File: config.mk
export PLATFORM = sky130hd
export DESIGN_NAME = sfp_fifo
export DESIGN_NICKNAME = d
export VERILOG_FILES = /design/src/hw/sfp_pkg.sv /design/src/hw/sfp_fifo.sv
export SDC_FILE = /design/constraint.sdc
export NUM_CORES = 1
export LEC_CHECK = 0
export BUFFER_PORTS_ARGS = -buffer_cell sky130_fd_sc_hd__buf_2
export CORE_ASPECT_RATIO = 2
export CORE_MARGIN = 4
export CORE_UTILIZATION = 35
export CTS_BUF_LIST = sky130_fd_sc_hd__clkbuf_8
export CTS_CLUSTER_DIAMETER = 40
export DETAILED_ROUTE_END_ITERATION = 16
export GPL_ROUTABILITY_DRIVEN = 0
export PLACE_DENSITY = 0.54
export SYNTH_ARGS = -nofsm -noshare
export SYNTH_HDL_FRONTEND = slang
export SYNTH_HIERARCHICAL = 1
export SYNTH_SLANG_ARGS = --single-unit
export TNS_END_PERCENT = 100
File: constraint.sdc
create_clock -name sys_clk -period 17 [get_ports sys_clk]
set_input_delay 0 -clock sys_clk [delete_from_list [all_inputs] [get_ports sys_clk]]
set_output_delay 0 -clock sys_clk [all_outputs]
set_load 0.02 [all_outputs]
File: src/hw/sfp_pkg.sv
// constants, types and layout for the synchronous fifo with programmable flags
// assumes a single system clock; documented pins arrive asynchronous and are resynchronised
// Function
// - storage of 64 to 8K words, 9 bits wide in and out
// - dual-enable mode: store when primary enable low and second enable high
// - both read enables low, with load high in programmable mode: next word appears at each read clock edge
// - works with read and write clocks tied or fully independent
// - empty flags move on read edges, full flags on write edges
// - every flag holds a new value at least one cycle of its clock
// - both programmable thresholds are 7 after reset
// - reset empties buffer, drives empty flag low, outputs low
// - outputs driven while output enable low, released while high
// - writes ignored when full, reads ignored when empty
// - empty buffer holds last valid read word on outputs
// - write-enable-2/load pin sampled in reset picks dual or programmable mode
// - programmable mode: primary enable low and load high store a word
// - four 8-bit offset registers: empty low/high, full low/high
// - load and primary enable low: write offsets in turn, then wrap
// - raising load keeps the offset sequence position
// - load and read enables low: read offsets in the same order
// - almost-empty low when n or fewer words remain, via one flop
// - almost-full low when words reach depth minus m, via one flop
// - almost-full high when free locations exceed m
package sfp_pkg;
  localparam int DATA_W = 9;
  localparam int DEPTH_DEFAULT = 64;
  localparam int OFFS_W = 8;
  localparam int THR_W = 2 * OFFS_W;
  localparam logic [7:0] OFFSET_DEFAULT = 8'h07;
  localparam logic [7:0] OFFSET_HI_DEFAULT = 8'h00;
  localparam logic [1:0] OFFS_AE_LO = 2'h0;
  localparam logic [1:0] OFFS_AE_HI = 2'h1;
  localparam logic [1:0] OFFS_AF_LO = 2'h2;
  localparam logic [1:0] OFFS_AF_HI = 2'h3;
  localparam int SY_WCLK = 0;
  localparam int SY_RCLK = 1;
  localparam int SY_WRITE_ENABLE_PRIMARY_N = 2;
  localparam int SY_WEN2 = 3;
  localparam int SY_RENA = 4;
  localparam int SY_RENB = 5;
  localparam int SY_RST = 6;
  localparam int SY_OE = 7;
  localparam int SY_DATA = 8;
  localparam int SYNC_W = SY_DATA + DATA_W;
  localparam logic [SYNC_W-1:0] SYNC_RST = 17'h0_00bc;
  typedef enum logic {
    SFP_MODE_PROG = 1'b0,
    SFP_MODE_DUAL = 1'b1
  } sfp_mode_t;
endpackage

File: src/hw/sfp_fifo.sv
// synchronous fifo with programmable almost-empty/almost-full flags and word storage
// assumes sys_clk far faster than the pin clocks; all pins pass a two-flop synchroniser
`timescale 1ns/1ps

module sfp_store #(
  parameter int WIDTH = 9,
  parameter int DEPTH = 64,
  parameter int AW = $clog2(DEPTH)
) (
  input wire logic sys_clk,
  input wire logic rst,
  input wire logic clear,
  input wire logic in_valid,
  output logic in_ready,
  input wire logic [WIDTH-1:0] in_data,
  output logic out_valid,
  input wire logic out_ready,
  output logic [WIDTH-1:0] out_data,
  output logic [AW:0] level
);
  typedef struct packed {
    logic [AW:0] wp;
    logic [AW:0] rp;
  } sfp_store_t;

  sfp_store_t s_q, s_d;
  logic [WIDTH-1:0] mem [DEPTH];
  logic push;
  logic pop;

  assign level = s_q.wp - s_q.rp;
  assign in_ready = !clear && (level < (AW+1)'(DEPTH));
  assign out_valid = !clear && (level != '0);
  assign out_data = mem[s_q.rp[AW-1:0]];
  assign push = in_valid && in_ready;
  assign pop = out_valid && out_ready;

  always_comb begin
    s_d = s_q;
    if (clear) begin
      s_d.wp = '0;
      s_d.rp = '0;
    end else begin
      if (push) begin
        s_d.wp = s_q.wp + (AW+1)'(1);
      end
      if (pop) begin
        s_d.rp = s_q.rp + (AW+1)'(1);
      end
    end
  end

  always_ff @(posedge sys_clk or posedge rst) begin
    if (rst) begin
      s_q <= '0;
    end else begin
      s_q <= s_d;
    end
  end

  always_ff @(posedge sys_clk) begin
    if (push) begin
      mem[s_q.wp[AW-1:0]] <= in_data;
    end
  end
endmodule

module sfp_fifo #(
  parameter int DEPTH = sfp_pkg::DEPTH_DEFAULT
) (
  input wire logic sys_clk,
  input wire logic rst,
  input wire logic write_clk,
  input wire logic read_clk,
  input wire logic write_enable_primary_n,
  input wire logic write_enable2_or_load,
  input wire logic read_enable_a_n,
  input wire logic read_enable_b_n,
  input wire logic fifo_reset_n,
  input wire logic output_enable_n,
  input wire logic [sfp_pkg::DATA_W-1:0] write_data,
  output logic [sfp_pkg::DATA_W-1:0] read_data,
  output logic read_data_oe,
  output logic empty_flag_n,
  output logic full_flag_n,
  output logic almost_empty_flag_n,
  output logic almost_full_flag_n
);
  localparam int AW = $clog2(DEPTH);
  localparam int HI_BITS = (AW > sfp_pkg::OFFS_W) ? (AW - sfp_pkg::OFFS_W) : 0;
  localparam logic [7:0] HI_MASK = 8'((1 << HI_BITS) - 1);
  localparam logic [16:0] DEPTH_W = 17'(DEPTH);

  typedef struct packed {
    logic [sfp_pkg::SYNC_W-1:0] s1;
    logic [sfp_pkg::SYNC_W-1:0] s2;
    logic wclk_prev;
    logic rclk_prev;
    sfp_pkg::sfp_mode_t mode;
    logic [1:0] seq;
    logic [3:0][7:0] offs;
    logic empty_n;
    logic full_n;
    logic ae_n;
    logic af_n;
    logic [sfp_pkg::DATA_W-1:0] rdata;
  } sfp_state_t;

  sfp_state_t s_q, s_d;
  logic wr_edge;
  logic rd_edge;
  logic in_reset;
  logic write_enable_primary_n_low;
  logic pin2_high;
  logic ren_low;
  logic wr_cmd;
  logic rd_cmd;
  logic offs_wr;
  logic offs_rd;
  logic push;
  logic pop;
  logic st_ready;
  logic st_valid;
  logic [sfp_pkg::DATA_W-1:0] st_data;
  logic [AW:0] level;
  logic [16:0] lvl_n;
  logic [15:0] ae_thr;
  logic [15:0] af_thr;

  function automatic logic [15:0] thr(input logic [7:0] lo, input logic [7:0] hi);
    thr = {hi & HI_MASK, lo};
  endfunction

  // edges of the resampled pin clocks act as enables; tied or free clocks alike
  assign wr_edge = s_q.s2[sfp_pkg::SY_WCLK] && !s_q.wclk_prev;
  assign rd_edge = s_q.s2[sfp_pkg::SY_RCLK] && !s_q.rclk_prev;
  assign in_reset = !s_q.s2[sfp_pkg::SY_RST];
  assign write_enable_primary_n_low = !s_q.s2[sfp_pkg::SY_WRITE_ENABLE_PRIMARY_N];
  assign pin2_high = s_q.s2[sfp_pkg::SY_WEN2];
  assign ren_low = !s_q.s2[sfp_pkg::SY_RENA] && !s_q.s2[sfp_pkg::SY_RENB];
  // same store condition in both modes: pin acts as second enable or load high
  assign wr_cmd = write_enable_primary_n_low && pin2_high;
  // second enable only gates reads as load control in programmable mode
  assign rd_cmd = ren_low && (pin2_high || (s_q.mode == sfp_pkg::SFP_MODE_DUAL));
  assign offs_wr = wr_edge && !in_reset && write_enable_primary_n_low && !pin2_high
                   && (s_q.mode == sfp_pkg::SFP_MODE_PROG);
  assign offs_rd = rd_edge && !in_reset && ren_low && !pin2_high && !offs_wr
                   && (s_q.mode == sfp_pkg::SFP_MODE_PROG);
  // refused when the flag says full or empty
  assign push = wr_edge && !in_reset && wr_cmd && s_q.full_n && st_ready;
  assign pop = rd_edge && !in_reset && rd_cmd && s_q.empty_n && st_valid;
  assign ae_thr = thr(s_q.offs[sfp_pkg::OFFS_AE_LO], s_q.offs[sfp_pkg::OFFS_AE_HI]);
  assign af_thr = thr(s_q.offs[sfp_pkg::OFFS_AF_LO], s_q.offs[sfp_pkg::OFFS_AF_HI]);
  // level is formed in the one system domain, no pointer crosses a clock
  assign lvl_n = 17'(level) + 17'(push) - 17'(pop);

  sfp_store #(
    .WIDTH(sfp_pkg::DATA_W),
    .DEPTH(DEPTH),
    .AW(AW)
  ) u_store (
    .sys_clk(sys_clk),
    .rst(rst),
    .clear(in_reset),
    .in_valid(push),
    .in_ready(st_ready),
    .in_data(s_q.s2[sfp_pkg::SY_DATA +: sfp_pkg::DATA_W]),
    .out_valid(st_valid),
    .out_ready(pop),
    .out_data(st_data),
    .level(level)
  );

  always_comb begin
    s_d = s_q;
    s_d.s1 = {write_data, output_enable_n, fifo_reset_n, read_enable_b_n, read_enable_a_n,
              write_enable2_or_load, write_enable_primary_n, read_clk, write_clk};
    s_d.s2 = s_q.s1;
    s_d.wclk_prev = s_q.s2[sfp_pkg::SY_WCLK];
    s_d.rclk_prev = s_q.s2[sfp_pkg::SY_RCLK];
    if (in_reset) begin
      s_d.mode = sfp_pkg::sfp_mode_t'(pin2_high);
      s_d.seq = sfp_pkg::OFFS_AE_LO;
      s_d.offs[sfp_pkg::OFFS_AE_LO] = sfp_pkg::OFFSET_DEFAULT;
      s_d.offs[sfp_pkg::OFFS_AE_HI] = sfp_pkg::OFFSET_HI_DEFAULT;
      s_d.offs[sfp_pkg::OFFS_AF_LO] = sfp_pkg::OFFSET_DEFAULT;
      s_d.offs[sfp_pkg::OFFS_AF_HI] = sfp_pkg::OFFSET_HI_DEFAULT;
      s_d.empty_n = 1'b0;
      s_d.full_n = 1'b1;
      s_d.ae_n = 1'b0;
      s_d.af_n = 1'b1;
      s_d.rdata = '0;
    end else begin
      // position is kept across load high, so the next access continues
      if (offs_wr) begin
        for (int i = 0; i < 4; i++) begin
          if (s_q.seq == 2'(i)) begin
            s_d.offs[i] = i[0] ? (s_q.s2[sfp_pkg::SY_DATA +: 8] & HI_MASK)
                               : s_q.s2[sfp_pkg::SY_DATA +: 8];
          end
        end
        s_d.seq = s_q.seq + 2'h1;
      end else if (offs_rd) begin
        s_d.rdata = {1'b0, s_q.offs[s_q.seq]};
        s_d.seq = s_q.seq + 2'h1;
      end
      // last valid word stays when reads are refused
      if (pop) begin
        s_d.rdata = st_data;
      end
      // flags move only at their own edge, so each holds a whole cycle of it
      if (rd_edge) begin
        s_d.empty_n = (lvl_n != '0);
        s_d.ae_n = (lvl_n > 17'(ae_thr));
      end
      if (wr_edge) begin
        s_d.full_n = (lvl_n != DEPTH_W);
        s_d.af_n = (lvl_n + 17'(af_thr) < DEPTH_W);
      end
    end
  end

  always_ff @(posedge sys_clk or posedge rst) begin
    if (rst) begin
      s_q <= '{s1: sfp_pkg::SYNC_RST, s2: sfp_pkg::SYNC_RST, wclk_prev: 1'b0, rclk_prev: 1'b0,
               mode: sfp_pkg::SFP_MODE_DUAL, seq: sfp_pkg::OFFS_AE_LO,
               offs: {sfp_pkg::OFFSET_HI_DEFAULT, sfp_pkg::OFFSET_DEFAULT,
                      sfp_pkg::OFFSET_HI_DEFAULT, sfp_pkg::OFFSET_DEFAULT},
               empty_n: 1'b0, full_n: 1'b1, ae_n: 1'b0, af_n: 1'b1, rdata: '0};
    end else begin
      s_q <= s_d;
    end
  end

  assign read_data = s_q.rdata;
  assign read_data_oe = !s_q.s2[sfp_pkg::SY_OE];
  assign empty_flag_n = s_q.empty_n;
  assign full_flag_n = s_q.full_n;
  assign almost_empty_flag_n = s_q.ae_n;
  assign almost_full_flag_n = s_q.af_n;

  // checks
  property p_empty_moves_on_read;
    @(posedge sys_clk) disable iff (rst)
    (!$stable(empty_flag_n) && !$past(in_reset)) |-> $past(rd_edge);
  endproperty
  a_empty_moves_on_read: assert property (p_empty_moves_on_read) else $error("empty flag moved off a read edge");

  property p_full_moves_on_write;
    @(posedge sys_clk) disable iff (rst)
    (!$stable(full_flag_n) && !$past(in_reset)) |-> $past(wr_edge);
  endproperty
  a_full_moves_on_write: assert property (p_full_moves_on_write) else $error("full flag moved off a write edge");

  property p_reset_clears;
    @(posedge sys_clk) disable iff (rst)
    in_reset |=> (read_data == '0) && !empty_flag_n && (level == '0);
  endproperty
  a_reset_clears: assert property (p_reset_clears) else $error("reset did not clear buffer");

  property p_default_offsets;
    @(posedge sys_clk) disable iff (rst)
    in_reset |=> (ae_thr == 16'(sfp_pkg::OFFSET_DEFAULT)) && (af_thr == 16'(sfp_pkg::OFFSET_DEFAULT));
  endproperty
  a_default_offsets: assert property (p_default_offsets) else $error("offsets not at default");

  property p_no_write_when_full;
    @(posedge sys_clk) disable iff (rst)
    (wr_edge && !full_flag_n) |-> !push;
  endproperty
  a_no_write_when_full: assert property (p_no_write_when_full) else $error("write taken while full");

  property p_hold_when_empty;
    @(posedge sys_clk) disable iff (rst)
    (rd_edge && !empty_flag_n && !offs_rd && !in_reset) |=> $stable(read_data);
  endproperty
  a_hold_when_empty: assert property (p_hold_when_empty) else $error("output changed on empty read");

  property p_almost_empty;
    @(posedge sys_clk) disable iff (rst)
    (rd_edge && !in_reset) |=> almost_empty_flag_n == ($past(lvl_n) > 17'($past(ae_thr)));
  endproperty
  a_almost_empty: assert property (p_almost_empty) else $error("almost-empty flag wrong");

  property p_almost_full;
    @(posedge sys_clk) disable iff (rst)
    (wr_edge && !in_reset) |=> almost_full_flag_n == ($past(lvl_n) + 17'($past(af_thr)) < DEPTH_W);
  endproperty
  a_almost_full: assert property (p_almost_full) else $error("almost-full flag wrong");

  property p_offset_step;
    @(posedge sys_clk) disable iff (rst)
    offs_wr |=> s_q.seq == $past(s_q.seq) + 2'h1;
  endproperty
  a_offset_step: assert property (p_offset_step) else $error("offset sequence did not advance");

  property p_write_taken;
    @(posedge sys_clk) disable iff (rst)
    (wr_edge && !in_reset && write_enable_primary_n_low && pin2_high && full_flag_n) |-> push;
  endproperty
  a_write_taken: assert property (p_write_taken) else $error("valid write not stored");

  property p_push_needs_enables;
    @(posedge sys_clk) disable iff (rst)
    push |-> write_enable_primary_n_low && pin2_high && full_flag_n;
  endproperty
  a_push_needs_enables: assert property (p_push_needs_enables) else $error("write without enables");

  property p_pop_needs_enables;
    @(posedge sys_clk) disable iff (rst)
    pop |-> ren_low && empty_flag_n;
  endproperty
  a_pop_needs_enables: assert property (p_pop_needs_enables) else $error("read without enables");

  property p_pop_loads_word;
    @(posedge sys_clk) disable iff (rst)
    pop |=> read_data == $past(st_data);
  endproperty
  a_pop_loads_word: assert property (p_pop_loads_word) else $error("read word not presented");

  property p_offset_read_value;
    @(posedge sys_clk) disable iff (rst)
    offs_rd |=> read_data == {1'b0, $past(s_q.offs[s_q.seq])};
  endproperty
  a_offset_read_value: assert property (p_offset_read_value) else $error("offset read value wrong");

  property p_dual_no_offsets;
    @(posedge sys_clk) disable iff (rst)
    (s_q.mode == sfp_pkg::SFP_MODE_DUAL) |-> !offs_wr && !offs_rd;
  endproperty
  a_dual_no_offsets: assert property (p_dual_no_offsets) else $error("offset access in dual mode");

  property p_mode_frozen;
    @(posedge sys_clk) disable iff (rst)
    !$past(in_reset) |-> $stable(s_q.mode);
  endproperty
  a_mode_frozen: assert property (p_mode_frozen) else $error("mode changed outside reset");

  property p_full_at_depth;
    @(posedge sys_clk) disable iff (rst)
    (wr_edge && !in_reset && (lvl_n == DEPTH_W)) |=> !full_flag_n;
  endproperty
  a_full_at_depth: assert property (p_full_at_depth) else $error("full flag missing at depth");

  property p_level_bound;
    @(posedge sys_clk) disable iff (rst)
    17'(level) <= DEPTH_W;
  endproperty
  a_level_bound: assert property (p_level_bound) else $error("level beyond depth");

  property p_oe_two_stage;
    @(posedge sys_clk) disable iff (rst)
    read_data_oe == !$past(s_q.s1[sfp_pkg::SY_OE]);
  endproperty
  a_oe_two_stage: assert property (p_oe_two_stage) else $error("output enable not following pin");

  property p_flags_reset;
    @(posedge sys_clk) disable iff (rst)
    in_reset |=> full_flag_n && !almost_empty_flag_n && almost_full_flag_n;
  endproperty
  a_flags_reset: assert property (p_flags_reset) else $error("flags not at reset levels");

  property p_seq_held;
    @(posedge sys_clk) disable iff (rst)
    (!offs_wr && !offs_rd && !in_reset) |=> $stable(s_q.seq);
  endproperty
  a_seq_held: assert property (p_seq_held) else $error("offset position lost");

  property p_rdata_held;
    @(posedge sys_clk) disable iff (rst)
    (!pop && !offs_rd && !in_reset) |=> $stable(read_data);
  endproperty
  a_rdata_held: assert property (p_rdata_held) else $error("output changed without a read");

  property p_offset_hi_mask;
    @(posedge sys_clk) disable iff (rst)
    ((s_q.offs[sfp_pkg::OFFS_AE_HI] | s_q.offs[sfp_pkg::OFFS_AF_HI]) & ~HI_MASK) == 8'h00;
  endproperty
  a_offset_hi_mask: assert property (p_offset_hi_mask) else $error("unused offset bits set");
endmodule

# Yosys cells after proc, flatten, opt, wreduce, memory -nomap -nowiden

Memories as Yosys holds them, arrays and structs flattened.
Index checks and enable logic that the tools add are counted.

Flip-flop bits (word level): 98
Bits in writable memories: 576
Input bits: 19
Output and inout port bits: 14
Logic and storage cells: 109
Memories kept: 1

Add/sub/neg operators: 7
Magnitude comparators: 4
Eq/ne operators: 16
Multiplexer cells: 22
Bitwise operators: 1
Reductions and logical operators: 41

Memory list:

| name        | words | width | rd ports | clocked after memory_dff | write ports | line           | text |
|---|---|---|---|---|---|---|---|
| u_store.mem | 64    | 9     | 1        | 0                        | 1           | sfp_fifo.sv:27 | `logic [WIDTH-1:0] mem [DEPTH];` |

Operator list:

| operator            | count |
|---|---|
| $mux 47             | 1 |
| $mux 8              | 5 |
| $mux 32             | 1 |
| $mux 9              | 3 |
| $logic_and 1x1->1   | 24 |
| $ne 2x1->1 const B  | 9 |
| $gt 17x8->1         | 1 |
| $lt 17x7->1 const B | 1 |
| $ne 17x7->1 const B | 1 |
| $reduce_bool 17->1  | 1 |
| $bmux 8 s2          | 1 |
| $add 7x1->7 const B | 2 |
| $mux 14             | 1 |
| $mux 7              | 2 |
| $add 9x9->10        | 1 |
| $reduce_and 2->1    | 5 |
| $sub 8x1->9         | 1 |
| $add 7x1->8         | 1 |
| $logic_not 1->1     | 8 |
| $lt 7x7->1 const B  | 1 |
| $reduce_bool 7->1   | 1 |
| $sub 7x7->7         | 1 |
| $mux 1              | 6 |
| $ne 3x1->1 const B  | 2 |
| 9 further kinds     | 11 |

# Depth between registers and ports, before layout

Depth after elaboration: 13
Mapped depth: 30

# Modules after synthesis

Netlist, hierarchy kept.

By module, submodules not included:

| module    | times used | cells each | area an instance (um^2) |
|---|---|---|---|
| sfp_store | 1          | 1173       | 23337.4 |
| sfp_fifo  | 1          | 317        | 3315.7 |

# Worst setup path after synthesis

OpenSTA, ideal clock, no wires.

Path kind: register to register
From: register u_store/s_q[3] (netlist name)
To: register s_q, in the netlist almost_full_flag_n
Setup time: 0.084 ns
Arrival: 5.987 ns
Data required time: 16.916 ns
Slack: 10.930 ns
Stages on the path, launching flop included: 29
Period minus slack after synthesis: 6.070 ns
Path through: dfrtp_1 -> inv_1 -> clkbuf_1 -> clkbuf_1 -> ha_1 -> o21ai_0 -> a21oi_1 -> o311ai_1 -> a21oi_1 -> and2_0 -> nor2_1 -> o211ai_1 -> nor2_1 -> buf_4 -> ha_1 -> inv_1 -> ha_1 -> inv_1 -> fa_1 -> nand2b_1 -> a21oi_1 -> nor3_1 -> or2_2 -> xnor2_1 -> inv_1 -> ha_1 -> o21a_1 -> or2_2 -> a311o_1

Elaborated cells between the ends (all ways): 13

RTL lines:

| element                | line            | text |
|---|---|---|
| from (decl)            | sfp_fifo.sv:26  | `sfp_store_t s_q, s_d;` |
| from (signal assigned) | sfp_fifo.sv:55  | `s_q <= '0;` |
| from (signal assigned) | sfp_fifo.sv:57  | `s_q <= s_d;` |
| $sub 7x7->7            | sfp_fifo.sv:31  | `assign level = s_q.wp - s_q.rp;` |
| net level[5]           | sfp_fifo.sv:125 | `logic [AW:0] level;` |
| $reduce_bool 7->1      | sfp_fifo.sv:33  | `assign out_valid = !clear && (level != '0);` |
| $logic_and 1x1->1      | sfp_fifo.sv:33  |  |
| net st_valid           | sfp_fifo.sv:123 | `logic st_valid;` |
| $logic_and 1x1->1      | sfp_fifo.sv:151 | `assign pop = rd_edge && !in_reset && rd_cmd && s_q.empty_n && st_valid;` |
| net pop                | sfp_fifo.sv:121 | `logic pop;` |
| $sub 8x1->9            | sfp_fifo.sv:155 | `assign lvl_n = 17'(level) + 17'(push) - 17'(pop);` |
| $add 9x9->10           | sfp_fifo.sv:218 | `s_d.af_n = (lvl_n + 17'(af_thr) < DEPTH_W);` |
| $lt 17x7->1            | sfp_fifo.sv:218 |  |
| $mux 1                 | sfp_fifo.sv:216 | `if (wr_edge) begin` |
| $mux 47                | sfp_fifo.sv:181 | `if (in_reset) begin` |
| to (signal assigned)   | sfp_fifo.sv:225 | `s_q <= '{s1: sfp_pkg::SYNC_RST, s2: sfp_pkg::SYNC_RST, wclk_prev: 1'b0, rclk_prev: 1'b0,` |
| to (decl)              | sfp_fifo.sv:109 | `sfp_state_t s_q, s_d;` |

The timed path passes the listed nets, and every way through them passes these cells. The select of a mux whose other input is x is not followed.
A chain may end at the register's enable or synchronous reset.

# Worst setup path after layout

From: register u_store/s_q[2] (netlist name)
To: register s_q, in the netlist almost_full_flag_n

Elaborated cells between the ends (all ways): 13

RTL lines:

| element           | line |
|---|---|
| $sub 7x7->7       | sfp_fifo.sv:31 |
| $reduce_bool 7->1 | sfp_fifo.sv:33 |
| $logic_and 1x1->1 | sfp_fifo.sv:33 |
| net st_valid      | sfp_fifo.sv:123 |
| $logic_and 1x1->1 | sfp_fifo.sv:151 |
| $sub 8x1->9       | sfp_fifo.sv:155 |
| $add 9x9->10      | sfp_fifo.sv:218 |
| $lt 17x7->1       | sfp_fifo.sv:218 |
| $mux 1            | sfp_fifo.sv:216 |
| $mux 47           | sfp_fifo.sv:181 |

The timed path passes the listed nets, and every way through them passes these cells. The select of a mux whose other input is x is not followed.

==> flow_summary.ini <==
[run_status]
outcome = finished clean

[clock_tree]
hold_buffers = 36
numCtsBuffers = 89
cts_tree = built
clock_latency_ns = 0.69
h-tree-depth = 3
cts-resized-gates = 0
postCtsSetupRepairBufs = 0
path_clk_slew_ns = 0.07
root_buffer = clkbuf_8
cts.sinks = 658
clockBufferDepth = 3

[sta]
skew_ns = 0.0304
hold_viol = 0
fmax_ghz = 0.153
finalMaxSlewViolations = 0
setup-violations-final = 0
period_needed_ns = 6.53
slew_headroom_pct = 17.7
tns_ns = 0
rsz0062_at_grt = no
post-route-period-util_pct = 38.4
worstMarginPinSlew_ns = 1.23

[worst_setup_path]
crit_type = flop to flop
r2r_slack_ns = 10.47
critical_path.slowest_cell = ha_1
crit_top_cell = ha_1
required_ns = 17.62
end_kind = flop
r2r-end = almost_full_flag_n
cp.arrival_ns = 7.15
r2r-start = u_store/s_q[2]
worst-r2r-cell-count = 28
start_kind = flop
cpPeakStageDelay_ns = 0.45
crit_path_max_fanout = 28

[floorplanning]
core.rowCount = 142
start_util_pct = 35.5
fp.coreArea_um2 = 75200
die_y_um = 398
io_pins = 33
die_w_um = 203
die_area_um2 = 80900

[pwr]
p_per_area_nw_per_um2 = 100
power_leakage_nw = 9.42
ir_drop_mv = 0.0475

[route]
drtAntennaViolNets = 0
firstDrtPassIters = 7
drc_errors = 0
vias = 13754
wl_um = 65200
first_iter_violations = 770
wl_per_cell_um = 24.6
vias_per_cell = 5.18

[yosys]
synth_area_um2 = 26700
synth-async-reset-ratio_pct = 12.5
ys.warnings.count = 6
ys_ff_latch = 658
yosysMostFrequentCell = edfxtp_1
synthTopCellsByArea = edfxtp_1, mux4_2, dfrtp_1
synth.distinct_cells = 63
synth_edf_count = 576
yosysTopAreaCellShare_pct = 64.9
syn_avg_cell_area_um2 = 17.9
yosysTopAreaCell = edfxtp_1
syn_inst = 1490
yosys-top-cells-count = edfxtp_1, mux4_2, nor2_1, a21oi_1, mux2i_1
synth_nets = 1546
yosys_most_used_dff = edfxtp_1
ys_seq_area_share_pct = 72.7

[hold_path]
hold_start = s_d[56]
holdPathStages = 0
holdPathEnd = s_q[56]
hold_path.class = flop to flop

[final_layout]
fin_nets = 1634
drive_gt1_share_pct = 21.1
syn_to_final_growth_pct = 12.1
fin_cells = 2653

[place]
dp.cells = 2459
dp_hpwl_um = 42000
port_buffers = 32

[grt]
grt_pass1_vias = 14783
grt_pass1_wl_um = 97700
grt_util_all_layers_pct = 16.3
antenna_found_initial = 1
grt_overflow = 0
grt_max_degree = 67

[flow_run]
maxCapViolCount = 0
[worst max path at each step]
stage / endpoint / slack [ns] / cells past startpoint / startpoint
6_report: almost_full_flag_n / 10.47 / 28 / u_store/s_q[2]
3_5_place_dp: almost_full_flag_n / 10.52 / 27 / u_store/s_q[1]
5_1_grt: almost_empty_flag_n / 10.05 / 29 / u_store/s_q[2]
2_1_floorplan: almost_full_flag_n / 10.93 / 28 / u_store/s_q[3]
3_3_place_gp: almost_empty_flag_n / 10.64 / 28 / u_store/s_q[1]
4_1_cts: almost_full_flag_n / 10.49 / 27 / u_store/s_q[1]
[state kept, by name (all words and copies together), names as in the netlist, 8 cells and up]
signal,flops
s_d,19
s_q,19
u_store/s_q,14
ae_thr,8
read_data,9
af_thr,8
u_store/mem,576
[cell families after synthesis]
group / after synthesis / share of synthesized area [%]
adder cells (fa/ha/maj): 37 / 1.79
buffers and inverters: 134 / 2.19
flip-flops: 658 / 72.7
XOR/XNOR: 15 / 0.493
AO/OA/AOI/OAI: 191 / 4.51
AND/OR/NAND/NOR: 245 / 4.53
multiplexers: 210 / 13.8
[worst max-delay path: cells and delay by family, from the launching register on]
family,cells,cell delay (ns)
adder cells (fa/ha/maj),5,1.62
AO/OA/AOI/OAI,8,1.57
AND/OR/NAND/NOR,8,1.54
buffers and inverters,6,1.18
flip-flops,1,0.32
XOR/XNOR,1,0.21
[metal layers]
| layer | part of all wire (%) | vias up | track usage [%] |
|---|---|---|---|
| met2 | 56 | 341 | 30.8 |
| met5 | 0 | - | 0 |
| met3 | 3.7 | 119 | 2.60 |
| met4 | 5.1 | 0 | 8.00 |
| met1 | 35 | 7197 | 17.3 |
| li1 | - | 6097 | - |
[stage by stage]
stage	setup WS [ns]	util, %	total power [W]	area (µm²)	hold WS (ns)
after detailed placement	10.52	37.0	0.00187	27800	-0.0664
after CTS	10.49	39.7	0.00304	29900	0.287
after global routing	10.05	39.7	0.00311	29900	0.333
after global placement	10.64	37.0	0.00186	27800	-0.0756
after floorplan	10.93	-	0.00184	26700	-0.111
final	10.47	39.7	0.00299	29900	0.338
[layout make-up]
type | count | area, µm²
fill | 6789 | 45300
sequential | 658 | 19400
multi-input combinational | 698 | 6700
clock buffer | 92 | 1270
tap | 1008 | 1260
timing repair buffer | 88 | 671
clock inverter | 65 | 418
inverter | 43 | 161
antenna | 1 | 2.50
[power by group]
part	switching [W]	internal [W]
registers	0.00000699	0.00177
logic	0.0000464	0.0000170
clock network	0.000576	0.000579
[cells in the final DEF (no fill, tap or decap), drive strengths merged, types with 3 or more instances in the layout]
cell type / count
clkinv: 27
or4: 4
nor2b: 6
clkinvlp: 4
buf: 52
nand3: 35
o22ai: 18
ha: 35
o211ai: 3
or2: 10
nor2: 100
nor3b: 3
nand4: 3
nor3: 24
a21oi: 93
o21ai: 19
clkbuf: 92
dfstp: 19
dfrtp: 63
mux2i: 82
mux4: 126
o221ai: 36
inv: 72
nand2b: 5
or3: 8
xor2: 5
nor4: 4
nand2: 33
bufinv: 5
xnor2: 10
dlygate4sd3: 36
edfxtp: 576
a21o: 6
(Power assumes the default switching activity.)
